**config.mk**
```make
export PLATFORM = sky130hd
export DESIGN_NAME = lin_uart_status_config_regs
export DESIGN_NICKNAME = d
export VERILOG_FILES = /design/src/logic/sample_tick_gen.v /design/src/logic/id_decode.v /design/src/logic/lin_uart_status_config_regs.v
export VERILOG_INCLUDE_DIRS = /design/src /design/src/logic
export SDC_FILE = /design/constraint.sdc
export NUM_CORES = 1
export LEC_CHECK = 0
export BUFFER_PORTS_ARGS = -buffer_cell sky130_fd_sc_hd__buf_2
export CAP_MARGIN = 40
export CORE_AREA = 2 2 135 137
export DETAILED_ROUTE_END_ITERATION = 8
export DIE_AREA = 0 0 137 139
export GPL_ROUTABILITY_DRIVEN = 0
export PLACE_DENSITY = 0.72
export SKIP_CTS_REPAIR_TIMING = 1
export SYNTH_ARGS = -nofsm -noshare
export SYNTH_HDL_FRONTEND = slang
export SYNTH_HIERARCHICAL = 1
export SYNTH_SLANG_ARGS = --single-unit
```
**constraint.sdc**
```tcl
create_clock -name aclk -period 1.7 [get_ports aclk]
set_clock_uncertainty 0.05 [all_clocks]
set_input_delay 0.17 -clock aclk [delete_from_list [all_inputs] [get_ports aclk]]
set_output_delay 0.17 -clock aclk [all_outputs]
set_load 0.005 [all_outputs]
```
**src/logic/lin_regs.vh**
```
`ifndef LIN_STATUS_CONFIG_REGS_VH
`define LIN_STATUS_CONFIG_REGS_VH
// Register indices (byte address on the bus is index * 4)
`define IDX_STATUS 8'hC1
`define IDX_IRQ_EN 8'hC2
`define IDX_ERROR 8'hC3
`define IDX_BIT_TIMING 8'hC4
`define IDX_DIV_LOW 8'hC5
`define IDX_DIV_HIGH 8'hC6
`define IDX_RESP_LEN 8'hC7
`define IDX_FRAME_ID 8'hC8
`define IDX_CONTROL 8'hC0
`define IDX_DATA_PORT 8'hCA
`define IDX_EVENT 8'hD0
// Reset values
`define RST_BIT_TIMING 8'h20
`define RST_SPB 6'h20
`define RST_ZERO 8'h00
// Status bit positions
`define ST_ERR 3
`define ST_HDR 2
`define ST_TX 1
`define ST_RX 0
`define ST_BUSY 4
// Samples per bit limits
`define SPB_MIN 6'h08
`define SPB_MAX 6'h3F
// Length clamp
`define LEN_MAX 4'h8
// Bus responses
`define RESP_OKAY 2'h0
`define RESP_SLVERR 2'h2
// Special identifier base
`define SPECIAL_ID_HI 4'hF
`endif

```
**src/logic/sample_tick_gen.v**
```verilog
`timescale 1ns/1ps
`default_nettype none
module sample_tick_gen #(
  parameter DIV_W = 12
) (
  // Clock and reset
  input wire aclk,
  input wire aresetn,
  // Divider setting and enable
  input wire [DIV_W-1:0] divider,
  input wire run,
  // Sample enable pulse
  output reg tick_q
);
  reg [DIV_W-1:0] cnt_q;

  // One pulse every divider+1 clocks
  always @(posedge aclk)
  begin
    if (!aresetn || !run)
    begin
      cnt_q <= {DIV_W{1'b0}};
      tick_q <= 1'b0;
    end
    else if (cnt_q >= divider)
    begin
      cnt_q <= {DIV_W{1'b0}};
      tick_q <= 1'b1;
    end
    else
    begin
      cnt_q <= cnt_q + {{(DIV_W-1){1'b0}}, 1'b1};
      tick_q <= 1'b0;
    end
  end
endmodule
`default_nettype wire

```
**src/logic/id_decode.v**
```verilog
`timescale 1ns/1ps
`default_nettype none
`include "lin_regs.vh"
module id_decode (
  // Identifier register contents and mode
  input wire [5:0] id_field,
  input wire legacy_protocol_sel,
  input wire [7:0] len_field,
  // Decoded results
  output wire [1:0] id_parity_bits,
  output wire [5:0] frame_id,
  output wire [2:0] special_id,
  output wire [3:0] tx_byte_count,
  output wire [3:0] rx_byte_count
);
  wire [1:0] legacy_length_code;
  wire [3:0] legacy_len;

  // Protected identifier parity
  assign id_parity_bits[0] = id_field[0] ^ id_field[1] ^ id_field[2] ^ id_field[4];
  assign id_parity_bits[1] = ~(id_field[1] ^ id_field[3] ^ id_field[4] ^ id_field[5]);
  // Identifier width depends on protocol version
  assign frame_id = legacy_protocol_sel ? {2'h0, id_field[3:0]} : id_field;
  assign special_id = (frame_id[5:2] == `SPECIAL_ID_HI) ? {1'b1, frame_id[1:0]} : 3'h0;
  // Legacy length code
  assign legacy_length_code = id_field[5:4];
  assign legacy_len = (legacy_length_code == 2'h3) ? 4'h8 :
                      (legacy_length_code == 2'h2) ? 4'h4 : 4'h2;
  // Byte counts, clamped to eight
  assign tx_byte_count = legacy_protocol_sel ? legacy_len :
                         (len_field[7:4] > `LEN_MAX) ? `LEN_MAX : len_field[7:4];
  assign rx_byte_count = legacy_protocol_sel ? legacy_len :
                         (len_field[3:0] > `LEN_MAX) ? `LEN_MAX : len_field[3:0];
endmodule
`default_nettype wire

```
**src/logic/lin_uart_status_config_regs.v**
```verilog
// Overview of operation
// - Identifier status reads 000 normally, 100..111 for identifiers 60..63.
// - Busy bit 4 is high while receiving or transmitting.
// - Error summary bit 3 is OR of all error flags; raises error interrupt.
// - Writing one to error summary clears it and every error flag.
// - In UART mode a data read clears error summary and receive flag.
// - Header flag set on identifier received or header sent.
// - Transmit flag set on response sent; UART data write clears it.
// - Receive flag set on response received; requests receive interrupt.
// - Low four status flags are write-one-to-clear; upper four read-only.
// - Enable register holds error, header, transmit, receive enables at bits 3..0.
// - Error register holds abort, timeout, overrun, framing, sync, parity, checksum, bit.
// - Bit timing bit 7 set disables resynchronisation.
// - Six-bit samples per bit resets to 32, limited to 8..63.
// - Twelve-bit divider; sample period is divider plus one clocks.
// - Transmit byte count from length upper nibble, clamped to 8.
// - Receive byte count from length lower nibble, clamped to 8.
// - Legacy mode identifier bits 5:4 give length 2, 2, 4, 8.
// - New mode uses six-bit identifier; legacy uses four bits.
// - UART mode ignores length and identifier fields.
// - Protocol select bit clear means new protocol, set means legacy.
// - Any error flag stops activity and returns to abort command.
`timescale 1ns/1ps
`default_nettype none
`include "lin_regs.vh"
module lin_uart_status_config_regs #(
  parameter DIV_W = 12
) (
  // Clock and reset
  input wire aclk,
  input wire aresetn,
  // AXI4-Lite write address
  input wire [31:0] s_axi_awaddr,
  input wire s_axi_awvalid,
  output reg s_axi_awready,
  // AXI4-Lite write data
  input wire [31:0] s_axi_wdata,
  input wire [3:0] s_axi_wstrb,
  input wire s_axi_wvalid,
  output reg s_axi_wready,
  // AXI4-Lite write response
  output reg [1:0] s_axi_bresp,
  output reg s_axi_bvalid,
  input wire s_axi_bready,
  // AXI4-Lite read address
  input wire [31:0] s_axi_araddr,
  input wire s_axi_arvalid,
  output reg s_axi_arready,
  // AXI4-Lite read data
  output reg [31:0] s_axi_rdata,
  output reg [1:0] s_axi_rresp,
  output reg s_axi_rvalid,
  input wire s_axi_rready,
  // Frame engine status and events (events are one-cycle pulses, same clock)
  input wire transfer_active,
  input wire header_done_evt,
  input wire tx_done_evt,
  input wire rx_done_evt,
  input wire [7:0] error_evt,
  input wire uart_mode,
  input wire [7:0] rx_byte,
  // Configuration toward the frame engine
  output reg abort_req_q,
  output reg resync_disable_q,
  output reg [5:0] samples_per_bit_q,
  output reg sample_tick_q,
  output reg [3:0] tx_byte_count_q,
  output reg [3:0] rx_byte_count_q,
  output reg [5:0] frame_id_q,
  output reg [7:0] tx_byte_q,
  output reg tx_byte_load_q,
  // Interrupt requests
  output reg err_irq_q,
  output reg comm_irq_q
);
  // Register state
  reg [3:0] flags_q;
  reg [3:0] irq_en_q;
  reg [7:0] error_flags_q;
  reg [DIV_W-1:0] div_q;
  reg [7:0] resp_len_q;
  reg [5:0] id_q;
  reg legacy_q;
  reg busy_q;
  reg [7:0] rx_data_q;
  reg [2:0] special_q;
  // Parity reads zero until software writes an identifier
  reg id_set_q;
  // Write channel holding
  reg aw_have_q;
  reg w_have_q;
  reg [7:0] aw_idx_q;
  reg [31:0] wdata_q;
  reg wstrb0_q;

  wire [1:0] id_parity_bits;
  wire [5:0] frame_id;
  wire [2:0] special_id;
  wire [3:0] tx_cnt;
  wire [3:0] rx_cnt;
  wire tick;
  wire [7:0] status_rd;
  wire do_write;
  wire do_read;
  wire [7:0] ar_idx;
  wire wr_status;
  wire err_clear;
  wire data_read;
  wire data_write;
  wire [7:0] error_next;
  reg [31:0] rd_mux;
  reg rd_ok;
  reg wr_ok;

  // Identifier and length decode
  id_decode u_id (
    .id_field(id_q),
    .legacy_protocol_sel(legacy_q),
    .len_field(resp_len_q),
    .id_parity_bits(id_parity_bits),
    .frame_id(frame_id),
    .special_id(special_id),
    .tx_byte_count(tx_cnt),
    .rx_byte_count(rx_cnt)
  );

  // Sample clock enable
  sample_tick_gen #(.DIV_W(DIV_W)) u_tick (
    .aclk(aclk),
    .aresetn(aresetn),
    .divider(div_q),
    .run(busy_q),
    .tick_q(tick)
  );

  // Status byte assembly
  assign status_rd = {special_q, busy_q, flags_q};

  // Bus decode
  assign do_write = aw_have_q && w_have_q && !s_axi_bvalid;
  assign do_read = s_axi_arvalid && s_axi_arready;
  assign ar_idx = s_axi_araddr[9:2];
  assign wr_status = do_write && wstrb0_q && (aw_idx_q == `IDX_STATUS);
  // A UART data read clears the summary, and so every error flag with it
  assign err_clear = (wr_status && wdata_q[`ST_ERR]) || data_read;
  assign data_read = do_read && uart_mode && (ar_idx == `IDX_DATA_PORT);
  assign data_write = do_write && wstrb0_q && uart_mode && (aw_idx_q == `IDX_DATA_PORT);
  // New events win over a clear in the same cycle
  assign error_next = (err_clear ? 8'h00 : error_flags_q) | error_evt;

  // Read mux
  always @*
  begin
    rd_mux = 32'h0000_0000;
    rd_ok = 1'b1;
    case (ar_idx)
      `IDX_STATUS: rd_mux[7:0] = status_rd;
      `IDX_IRQ_EN: rd_mux[7:0] = {4'h0, irq_en_q};
      `IDX_ERROR: rd_mux[7:0] = error_flags_q;
      `IDX_BIT_TIMING: rd_mux[7:0] = {resync_disable_q, 1'b0, samples_per_bit_q};
      `IDX_DIV_LOW: rd_mux[7:0] = div_q[7:0];
      `IDX_DIV_HIGH: rd_mux[7:0] = {4'h0, div_q[DIV_W-1:8]};
      `IDX_RESP_LEN: rd_mux[7:0] = resp_len_q;
      `IDX_FRAME_ID: rd_mux[7:0] = {id_parity_bits & {2{id_set_q}}, id_q};
      `IDX_CONTROL: rd_mux[7:0] = {1'b0, legacy_q, 6'h00};
      `IDX_DATA_PORT: rd_mux[7:0] = rx_data_q;
      default: rd_ok = 1'b0;
    endcase
  end

  // Writable address check
  always @*
  begin
    case (aw_idx_q)
      `IDX_STATUS, `IDX_IRQ_EN, `IDX_ERROR, `IDX_BIT_TIMING, `IDX_DIV_LOW,
      `IDX_DIV_HIGH, `IDX_RESP_LEN, `IDX_FRAME_ID, `IDX_CONTROL,
      `IDX_DATA_PORT: wr_ok = 1'b1;
      default: wr_ok = 1'b0;
    endcase
  end

  // Write address and data capture, response
  always @(posedge aclk)
  begin
    if (!aresetn)
    begin
      aw_have_q <= 1'b0;
      w_have_q <= 1'b0;
      aw_idx_q <= 8'h00;
      wdata_q <= 32'h0000_0000;
      wstrb0_q <= 1'b0;
      s_axi_awready <= 1'b0;
      s_axi_wready <= 1'b0;
      s_axi_bvalid <= 1'b0;
      s_axi_bresp <= `RESP_OKAY;
    end
    else
    begin
      s_axi_awready <= !aw_have_q && !s_axi_awready && s_axi_awvalid;
      s_axi_wready <= !w_have_q && !s_axi_wready && s_axi_wvalid;
      if (s_axi_awvalid && s_axi_awready)
      begin
        aw_have_q <= 1'b1;
        aw_idx_q <= s_axi_awaddr[9:2];
      end
      if (s_axi_wvalid && s_axi_wready)
      begin
        w_have_q <= 1'b1;
        wdata_q <= s_axi_wdata;
        wstrb0_q <= s_axi_wstrb[0];
      end
      if (do_write)
      begin
        aw_have_q <= 1'b0;
        w_have_q <= 1'b0;
        s_axi_bvalid <= 1'b1;
        s_axi_bresp <= wr_ok ? `RESP_OKAY : `RESP_SLVERR;
      end
      else if (s_axi_bvalid && s_axi_bready)
        s_axi_bvalid <= 1'b0;
    end
  end

  // Read channel
  always @(posedge aclk)
  begin
    if (!aresetn)
    begin
      s_axi_arready <= 1'b0;
      s_axi_rvalid <= 1'b0;
      s_axi_rdata <= 32'h0000_0000;
      s_axi_rresp <= `RESP_OKAY;
    end
    else
    begin
      s_axi_arready <= !s_axi_arready && !s_axi_rvalid && s_axi_arvalid;
      if (do_read)
      begin
        s_axi_rvalid <= 1'b1;
        s_axi_rdata <= rd_mux;
        s_axi_rresp <= rd_ok ? `RESP_OKAY : `RESP_SLVERR;
      end
      else if (s_axi_rvalid && s_axi_rready)
        s_axi_rvalid <= 1'b0;
    end
  end

  // Configuration registers
  always @(posedge aclk)
  begin
    if (!aresetn)
    begin
      irq_en_q <= 4'h0;
      resync_disable_q <= 1'b0;
      // Bit timing resets to 32 samples per bit
      samples_per_bit_q <= `RST_SPB;
      div_q <= {DIV_W{1'b0}};
      resp_len_q <= `RST_ZERO;
      id_q <= 6'h00;
      id_set_q <= 1'b0;
      legacy_q <= 1'b0;
      tx_byte_q <= `RST_ZERO;
      tx_byte_load_q <= 1'b0;
    end
    else
    begin
      tx_byte_load_q <= data_write;
      if (do_write && wstrb0_q)
      begin
        case (aw_idx_q)
          `IDX_IRQ_EN: irq_en_q <= wdata_q[3:0];
          `IDX_BIT_TIMING:
          begin
            resync_disable_q <= wdata_q[7];
            if (wdata_q[5:0] >= `SPB_MIN)
              samples_per_bit_q <= wdata_q[5:0];
          end
          `IDX_DIV_LOW: div_q[7:0] <= wdata_q[7:0];
          `IDX_DIV_HIGH: div_q[DIV_W-1:8] <= wdata_q[DIV_W-9:0];
          `IDX_RESP_LEN: resp_len_q <= wdata_q[7:0];
          `IDX_FRAME_ID:
          begin
            id_q <= wdata_q[5:0];
            id_set_q <= 1'b1;
          end
          `IDX_CONTROL: legacy_q <= wdata_q[6];
          `IDX_DATA_PORT: tx_byte_q <= wdata_q[7:0];
          default: legacy_q <= legacy_q;
        endcase
      end
    end
  end

  // Flags, errors and derived outputs
  always @(posedge aclk)
  begin
    if (!aresetn)
    begin
      flags_q <= 4'h0;
      error_flags_q <= `RST_ZERO;
      busy_q <= 1'b0;
      special_q <= 3'h0;
      rx_data_q <= `RST_ZERO;
      abort_req_q <= 1'b0;
      err_irq_q <= 1'b0;
      comm_irq_q <= 1'b0;
      sample_tick_q <= 1'b0;
      tx_byte_count_q <= 4'h0;
      rx_byte_count_q <= 4'h0;
      frame_id_q <= 6'h00;
    end
    else
    begin
      busy_q <= transfer_active;
      sample_tick_q <= tick;
      error_flags_q <= error_next;
      // Error summary follows the error flags
      flags_q[`ST_ERR] <= |error_next;
      flags_q[`ST_HDR] <= header_done_evt || (flags_q[`ST_HDR] &&
                          !(wr_status && wdata_q[`ST_HDR]));
      flags_q[`ST_TX] <= tx_done_evt || (flags_q[`ST_TX] &&
                         !(wr_status && wdata_q[`ST_TX]) && !data_write);
      flags_q[`ST_RX] <= rx_done_evt || (flags_q[`ST_RX] &&
                         !(wr_status && wdata_q[`ST_RX]) && !data_read);
      if (rx_done_evt && uart_mode)
        rx_data_q <= rx_byte;
      if (header_done_evt)
        special_q <= uart_mode ? 3'h0 : special_id;
      abort_req_q <= |error_evt;
      // Interrupt requests
      err_irq_q <= flags_q[`ST_ERR] && irq_en_q[`ST_ERR];
      comm_irq_q <= |(flags_q[2:0] & irq_en_q[2:0]);
      // UART mode ignores identifier and length fields
      tx_byte_count_q <= uart_mode ? 4'h0 : tx_cnt;
      rx_byte_count_q <= uart_mode ? 4'h0 : rx_cnt;
      frame_id_q <= uart_mode ? 6'h00 : frame_id;
    end
  end
endmodule
`default_nettype wire

```
Yosys cells after proc, flatten, opt, wreduce, memory -nomap -nowiden
Index checks and enable logic that the tools add are counted.
W data, S select, Z words.
{ "word_totals": {"output_inout_bits": 75, "input_bits": 128, "regBits": 139} }
{ "op_classes": {"eq_ne": 23, "n_mux": 20, "n_addsub": 1, "n_bitwise": 11, "magnitude_cmp": 4, "n_reduce_logical": 68} }
{ "ops": {"columns": ["cell", "count"], "rows": [
  ["$eq A8 B8 Y1 const B", 20],
  ["$pmux W8 S10", 1],
  ["$logic_and A1 B1 Y1", 30],
  ["$mux W4", 5],
  ["$reduce_or A10 Y1", 2],
  ["$reduce_and A2 Y1", 8],
  ["$reduce_or A8 Y1", 2],
  ["$logic_not A1 Y1", 14],
  ["$add A12 B1 Y12 const B", 1],
  ["$ge A12 B12 Y1", 1],
  ["$mux W3", 3],
  ["$gt A4 B4 Y1 const B", 2],
  ["$mux W8", 1],
  ["$or A8 B8 Y8", 1],
  ["$mux W1", 7],
  ["$ge A6 B4 Y1 const B", 1],
  ["$mux W6", 1],
  ["$reduce_or A2 Y1", 3],
  ["$xor A1 B1 Y1", 6],
  ["$logic_or A1 B1 Y1", 5],
  ["$eq A2 B2 Y1 const B", 2],
  ["$eq A4 B4 Y1 const B", 1],
  ["$mux W2", 2],
  ["$reduce_bool A2 Y1", 2],
  ["5 further kinds", 6]
]} }

Longest topological paths before layout
{ "logic_depth": {"word_depth": 9, "mapped_depth": 8, "depth_no_buf": 7} }

Cells and area by module
Netlist, hierarchy kept.
{ "modules_own_cells": {"columns": ["module", "seq_area_each_um2", "instances", "area_per_inst_um2", "cells_each"], "rows": [
  ["lin_uart_status_config_regs", 2482.4, 1, 5292.6, 613],
  ["sample_tick_gen", 260.2, 1, 852.1, 97],
  ["id_decode", 0.0, 1, 227.7, 36]
]} }

Worst setup path after synthesis
OpenSTA, ideal clock, no wires.
{ "synth_timing": {"kind": "flip-flop to flip-flop", "start": "register aw_idx_q[0]", "end": "register samples_per_bit_q[5]", "path_buffers": 0, "arrival_ns": 1.655, "path_stages_with_launch": 5, "slack_ns": -0.127, "required_time_ns": 1.528, "path_cell_list": "dfxtp_1 > or4b_4 > nor4_4 > o31ai_2 > a221o_1"} }
{ "synth_via": {"elab_chain_cells": 2} }
{ "synth_lines": {"columns": ["element", "line_no", "text"], "rows": [
  ["start: declaration", "lin_uart_status_config_regs.v:92", "reg [7:0] aw_idx_q;"],
  ["start signal: assignment", "lin_uart_status_config_regs.v:204", "aw_idx_q <= s_axi_awaddr[9:2];"],
  ["$eq A8 B8 Y1", "lin_uart_status_config_regs.v:270", "case (aw_idx_q)"],
  ["$reduce_and A3 Y1 (no source line)", null, null],
  ["end signal: assignment", "lin_uart_status_config_regs.v:256", "samples_per_bit_q <= `RST_SPB;"],
  ["end signal: assignment", "lin_uart_status_config_regs.v:276", "samples_per_bit_q <= wdata_q[5:0];"],
  ["end: declaration", "lin_uart_status_config_regs.v:65", "output reg [5:0] samples_per_bit_q,"]
]} }
No other way between the ends.
A chain may end at the register's enable or synchronous reset.

Worst setup path after layout
{ "layout_timing": {"start": "register aw_idx_q[4]", "end": "register div_q[10]"} }
{ "layout_via": {"elab_chain_cells": 2} }
{ "layout_lines": {"columns": ["element", "line_no", "text"], "rows": [
  ["$eq A8 B8 Y1", "lin_uart_status_config_regs.v:270", null],
  ["$reduce_and A2 Y1 (no source line)", null, null],
  ["end signal: assignment", "lin_uart_status_config_regs.v:257", "div_q <= {DIV_W{1'b0}};"],
  ["end signal: indexed assignment", "lin_uart_status_config_regs.v:279", "`IDX_DIV_HIGH: div_q[DIV_W-1:8] <= wdata_q[DIV_W-9:0];"],
  ["end: declaration", "lin_uart_status_config_regs.v:80", "reg [DIV_W-1:0] div_q;"]
]} }
No other way between the ends.

==> run metrics <==
run status finished, violations left; violated checks negative hold slack, negative setup slack; internal power of the cells 0.00566 W; chip height 139 um; proportion of total power due to net switching 22.8%; pins over their slew limit 0; adder and majority gate portion of the synthesized area 2.55%; clk root buf sky130_fd_sc_hd__clkbuf_16; fraction of the mapped netlist area in compound gates 14.4%; synthesized instance count 746; total routed wirelength 17.9 mm; number of violations of the max-capacitance limit 0; leading cell types in the layout, fill and taps excluded sky130_fd_sc_hd__dfxtp_1, sky130_fd_sc_hd__nand2_1, sky130_fd_sc_hd__buf_2, sky130_fd_sc_hd__buf_4, sky130_fd_sc_hd__nand3_1; clock tree from TritonCTS done; DR WL/cell 15.2 um; flop and latch count out of synthesis 137; I/O pin total 203; clk sinks 137; detail-routed via count per cell 5.02; parity-gate share of the synthesized area counting xor and xnor cells 2.18%; Final Core Density 49.3%; net switching component of the power 0.00167 W; count of TritonRoute iterations in the first routing pass 6; Site Rows 49; via count of the first global-routing pass 5,295; n_diodes 0; Tot Pwr 0.00733 W; instance area at placement 7480 um^2; maximum operating frequency 547 MHz; endpoints failing setup 32; worst setup path category reg -> reg; worst slew margin relative to its limit 61.6%; kind of end point of the critical path flop; required time at the endpoint of the critical path 2.00 ns; share of synthesized flip-flops with an asynchronous set or reset 0%; Synth Cell Area 6370 um^2; Syn. warnings 6; number of flops mapped to enable cells by yosys 0; depth of the CTS H-tree 4; Fillers 1,687; worst path setup slack after routing -0.127 ns; number of nets with antenna violations after detailed routing 0; Sequential Area 2750 um^2; final worst path period need 1.83 ns; simple-gate area share of the yosys netlist 24.6%; clk slew on worst S/H paths 0.06 ns; register area share after synthesis 43.0%; CTS Buf Count 17; share of total power in sequential cells 45.5%; core area 17,700 um^2; power density over the cells 842 nW/um^2; DRC Markers 0; Leak 3.57 nW; worst skew pair latency 0.42 ns; transition at the pin with the smallest max-transition slack 0.577 ns; chip width 137 um; number of hold-slack violations in the final timing report 2; combinational cell fraction of total power 6.7%; leading cell type in the layout, fill and taps excluded sky130_fd_sc_hd__dfxtp_1; distinct cell type count after synthesis 70; net count of the finished layout 1,078; Die ar. 19,000 um^2; total global routing overflow 0; Worst Hold Slack -0.0185 ns; Synth Flop Type sky130_fd_sc_hd__dfxtp_1; pin count of the biggest net entering global routing 58; antenna violations before repair 0; IO buf count 101; layout cell share with drive strength beyond 1 30.5%; Max Buffers Root-to-Sink 2; DPL Wire Length 13.0 mm; vias post-DR 5,909; area of the multi-input gates 3510 um^2; setup repair after global routing missed its margin true; maximum fanout along the worst path 4; main combinational cell family by area after synthesis simple AND/OR/NAND/NOR gates; starting density of the core 36.1%; fraction of power consumed by the clock network 47.8%; area delta synth->final 36.7%; crit start category flop; first-iteration detailed-routing DRC count 417; cell area after layout 8710 um^2; data arrival time of the critical path 2.13 ns; Tightest Hold Check Type in -> reg; global router's overall resource usage 18.1%; mean instance size in the synthesized netlist 8.54 um^2; wire length of the first global-routing pass 27.0 mm; final cycle utilization of the critical path 107%; Max IR drop VDD 0.000769 V; multiplexer share of the synthesized area 5.40%
[cells by family (layout without fill, tap and decap cells)]
kind of cell / after synthesis / in the layout
buffers and inverters: 96 / 274
adder cells (fa/ha/maj): 13 / 13
AO/OA/AOI/OAI: 143 / 143
XOR/XNOR: 15 / 15
multiplexers: 32 / 32
AND/OR/NAND/NOR: 309 / 309
flip-flops: 137 / 137
other: 1 / 26
[metrics by stage]
stage	worst slack (ns)	TNS (ns)	hold slack (ns)	std cells
4_1_cts	-0.204	-5.53	-0.0930	1138
2_1_floorplan	-0.120	-1.13	0.229	771
5_1_grt	-0.225	-7.29	0.00211	1178
3_5_place_dp	-0.183	-4.25	0.355	1107
6_report	-0.127	-2.42	-0.0185	1178
3_3_place_gp	-0.122	-2.03	0.339	1107
[power by group through the flow]
| stage | combinational [W] | sequential, W | clock, W |
|---|---|---|---|
| 3_5_place_dp | 0.000413 | 0.00340 | 0 |
| 3_3_place_gp | 0.000408 | 0.00340 | 0 |
| 4_1_cts | 0.000414 | 0.00333 | 0.00357 |
| 5_1_grt | 0.000537 | 0.00334 | 0.00371 |
| 6_report | 0.000491 | 0.00333 | 0.00351 |
| 2_1_floorplan | 0.000282 | 0.00338 | 0 |
[sequential cells by signal, indices dropped and copies added, names as in the netlist, 6 cells and up]
name,cells
div_q,12
u_tick/cnt_q,12
aw_idx_q,8
error_flags_q,8
resp_len_q,8
rx_data_q,8
s_axi_rdata,8
tx_byte_q,8
wdata_q,8
frame_id_q,6
id_q,6
samples_per_bit_q,6
[cell usage after synthesis (all sizes together), types with 2 or more instances]
cell type	number	area (um^2)
and2	22	139
o32ai	4	35.0
nand4bb	3	33.8
nor3	10	55.1
nor2b	17	106
a22o	3	26.3
nor3b	4	30.0
nand2b	8	57.6
clkbuf	27	103
a21oi	42	210
o21ai	41	205
buf	45	303
nand4	5	37.5
a311oi	2	17.5
a32oi	3	26.3
nand3	51	268
a22oi	4	30.0
a31oi	4	25.0
dfxtp	137	2740
xnor2	8	70.1
nor2	49	186
a21o	3	22.5
a221oi	4	35.0
o2bb2ai	2	17.5
mux2	9	101
nand3b	2	18.8
a2bb2oi	2	17.5
and3b	2	17.5
mux2i	22	220
or4	2	15.0
inv	23	86.3
nand2	118	443
and3	3	23.8
xor2	7	68.8
a21boi	18	135
ha	13	163
o31ai	2	20.0
nor4	9	101
[layout make-up]
type	instances	area share [%]
multi-input combinational	538	40.3
sequential	137	31.6
timing repair buffer	219	17.4
clock buffer	25	5.69
tap	229	3.29
inverter	24	1.03
clock inverter	6	0.733
[worst paths after layout]
| check | start | to | slack, ns | depth (start not counted) |
|---|---|---|---|---|
| worst max-delay path | aw_idx_q[4] | div_q[10] | -0.13 | 8 |
| worst min-delay path | s_axi_wdata[6] | wdata_q[6] | -0.02 | 3 |
| worst max register to register | aw_idx_q[4] | div_q[10] | -0.13 | 8 |
| worst min register to register | u_tick/tick_q | sample_tick_q | 0.38 | 1 |
[routing by layer]
metal	track usage [%]	wire, um
met2	28.6	8630
met4	7.98	561
met1	23.7	7960
met3	3.73	793
met5	0	0
[worst max-delay path, cell delays in order, from the launching register on]
cell and delay (ns):
sky130_fd_sc_hd__dfxtp_2 0.32, sky130_fd_sc_hd__nand4bb_4 0.26, sky130_fd_sc_hd__buf_6 0.17, sky130_fd_sc_hd__nor4_4 0.34, sky130_fd_sc_hd__buf_4 0.17, sky130_fd_sc_hd__nand2_2 0.04, sky130_fd_sc_hd__nor2_1 0.08, sky130_fd_sc_hd__buf_4 0.16
sky130_fd_sc_hd__mux2i_1 0.18
No activity file was read; power rests on OpenSTA's default activity.
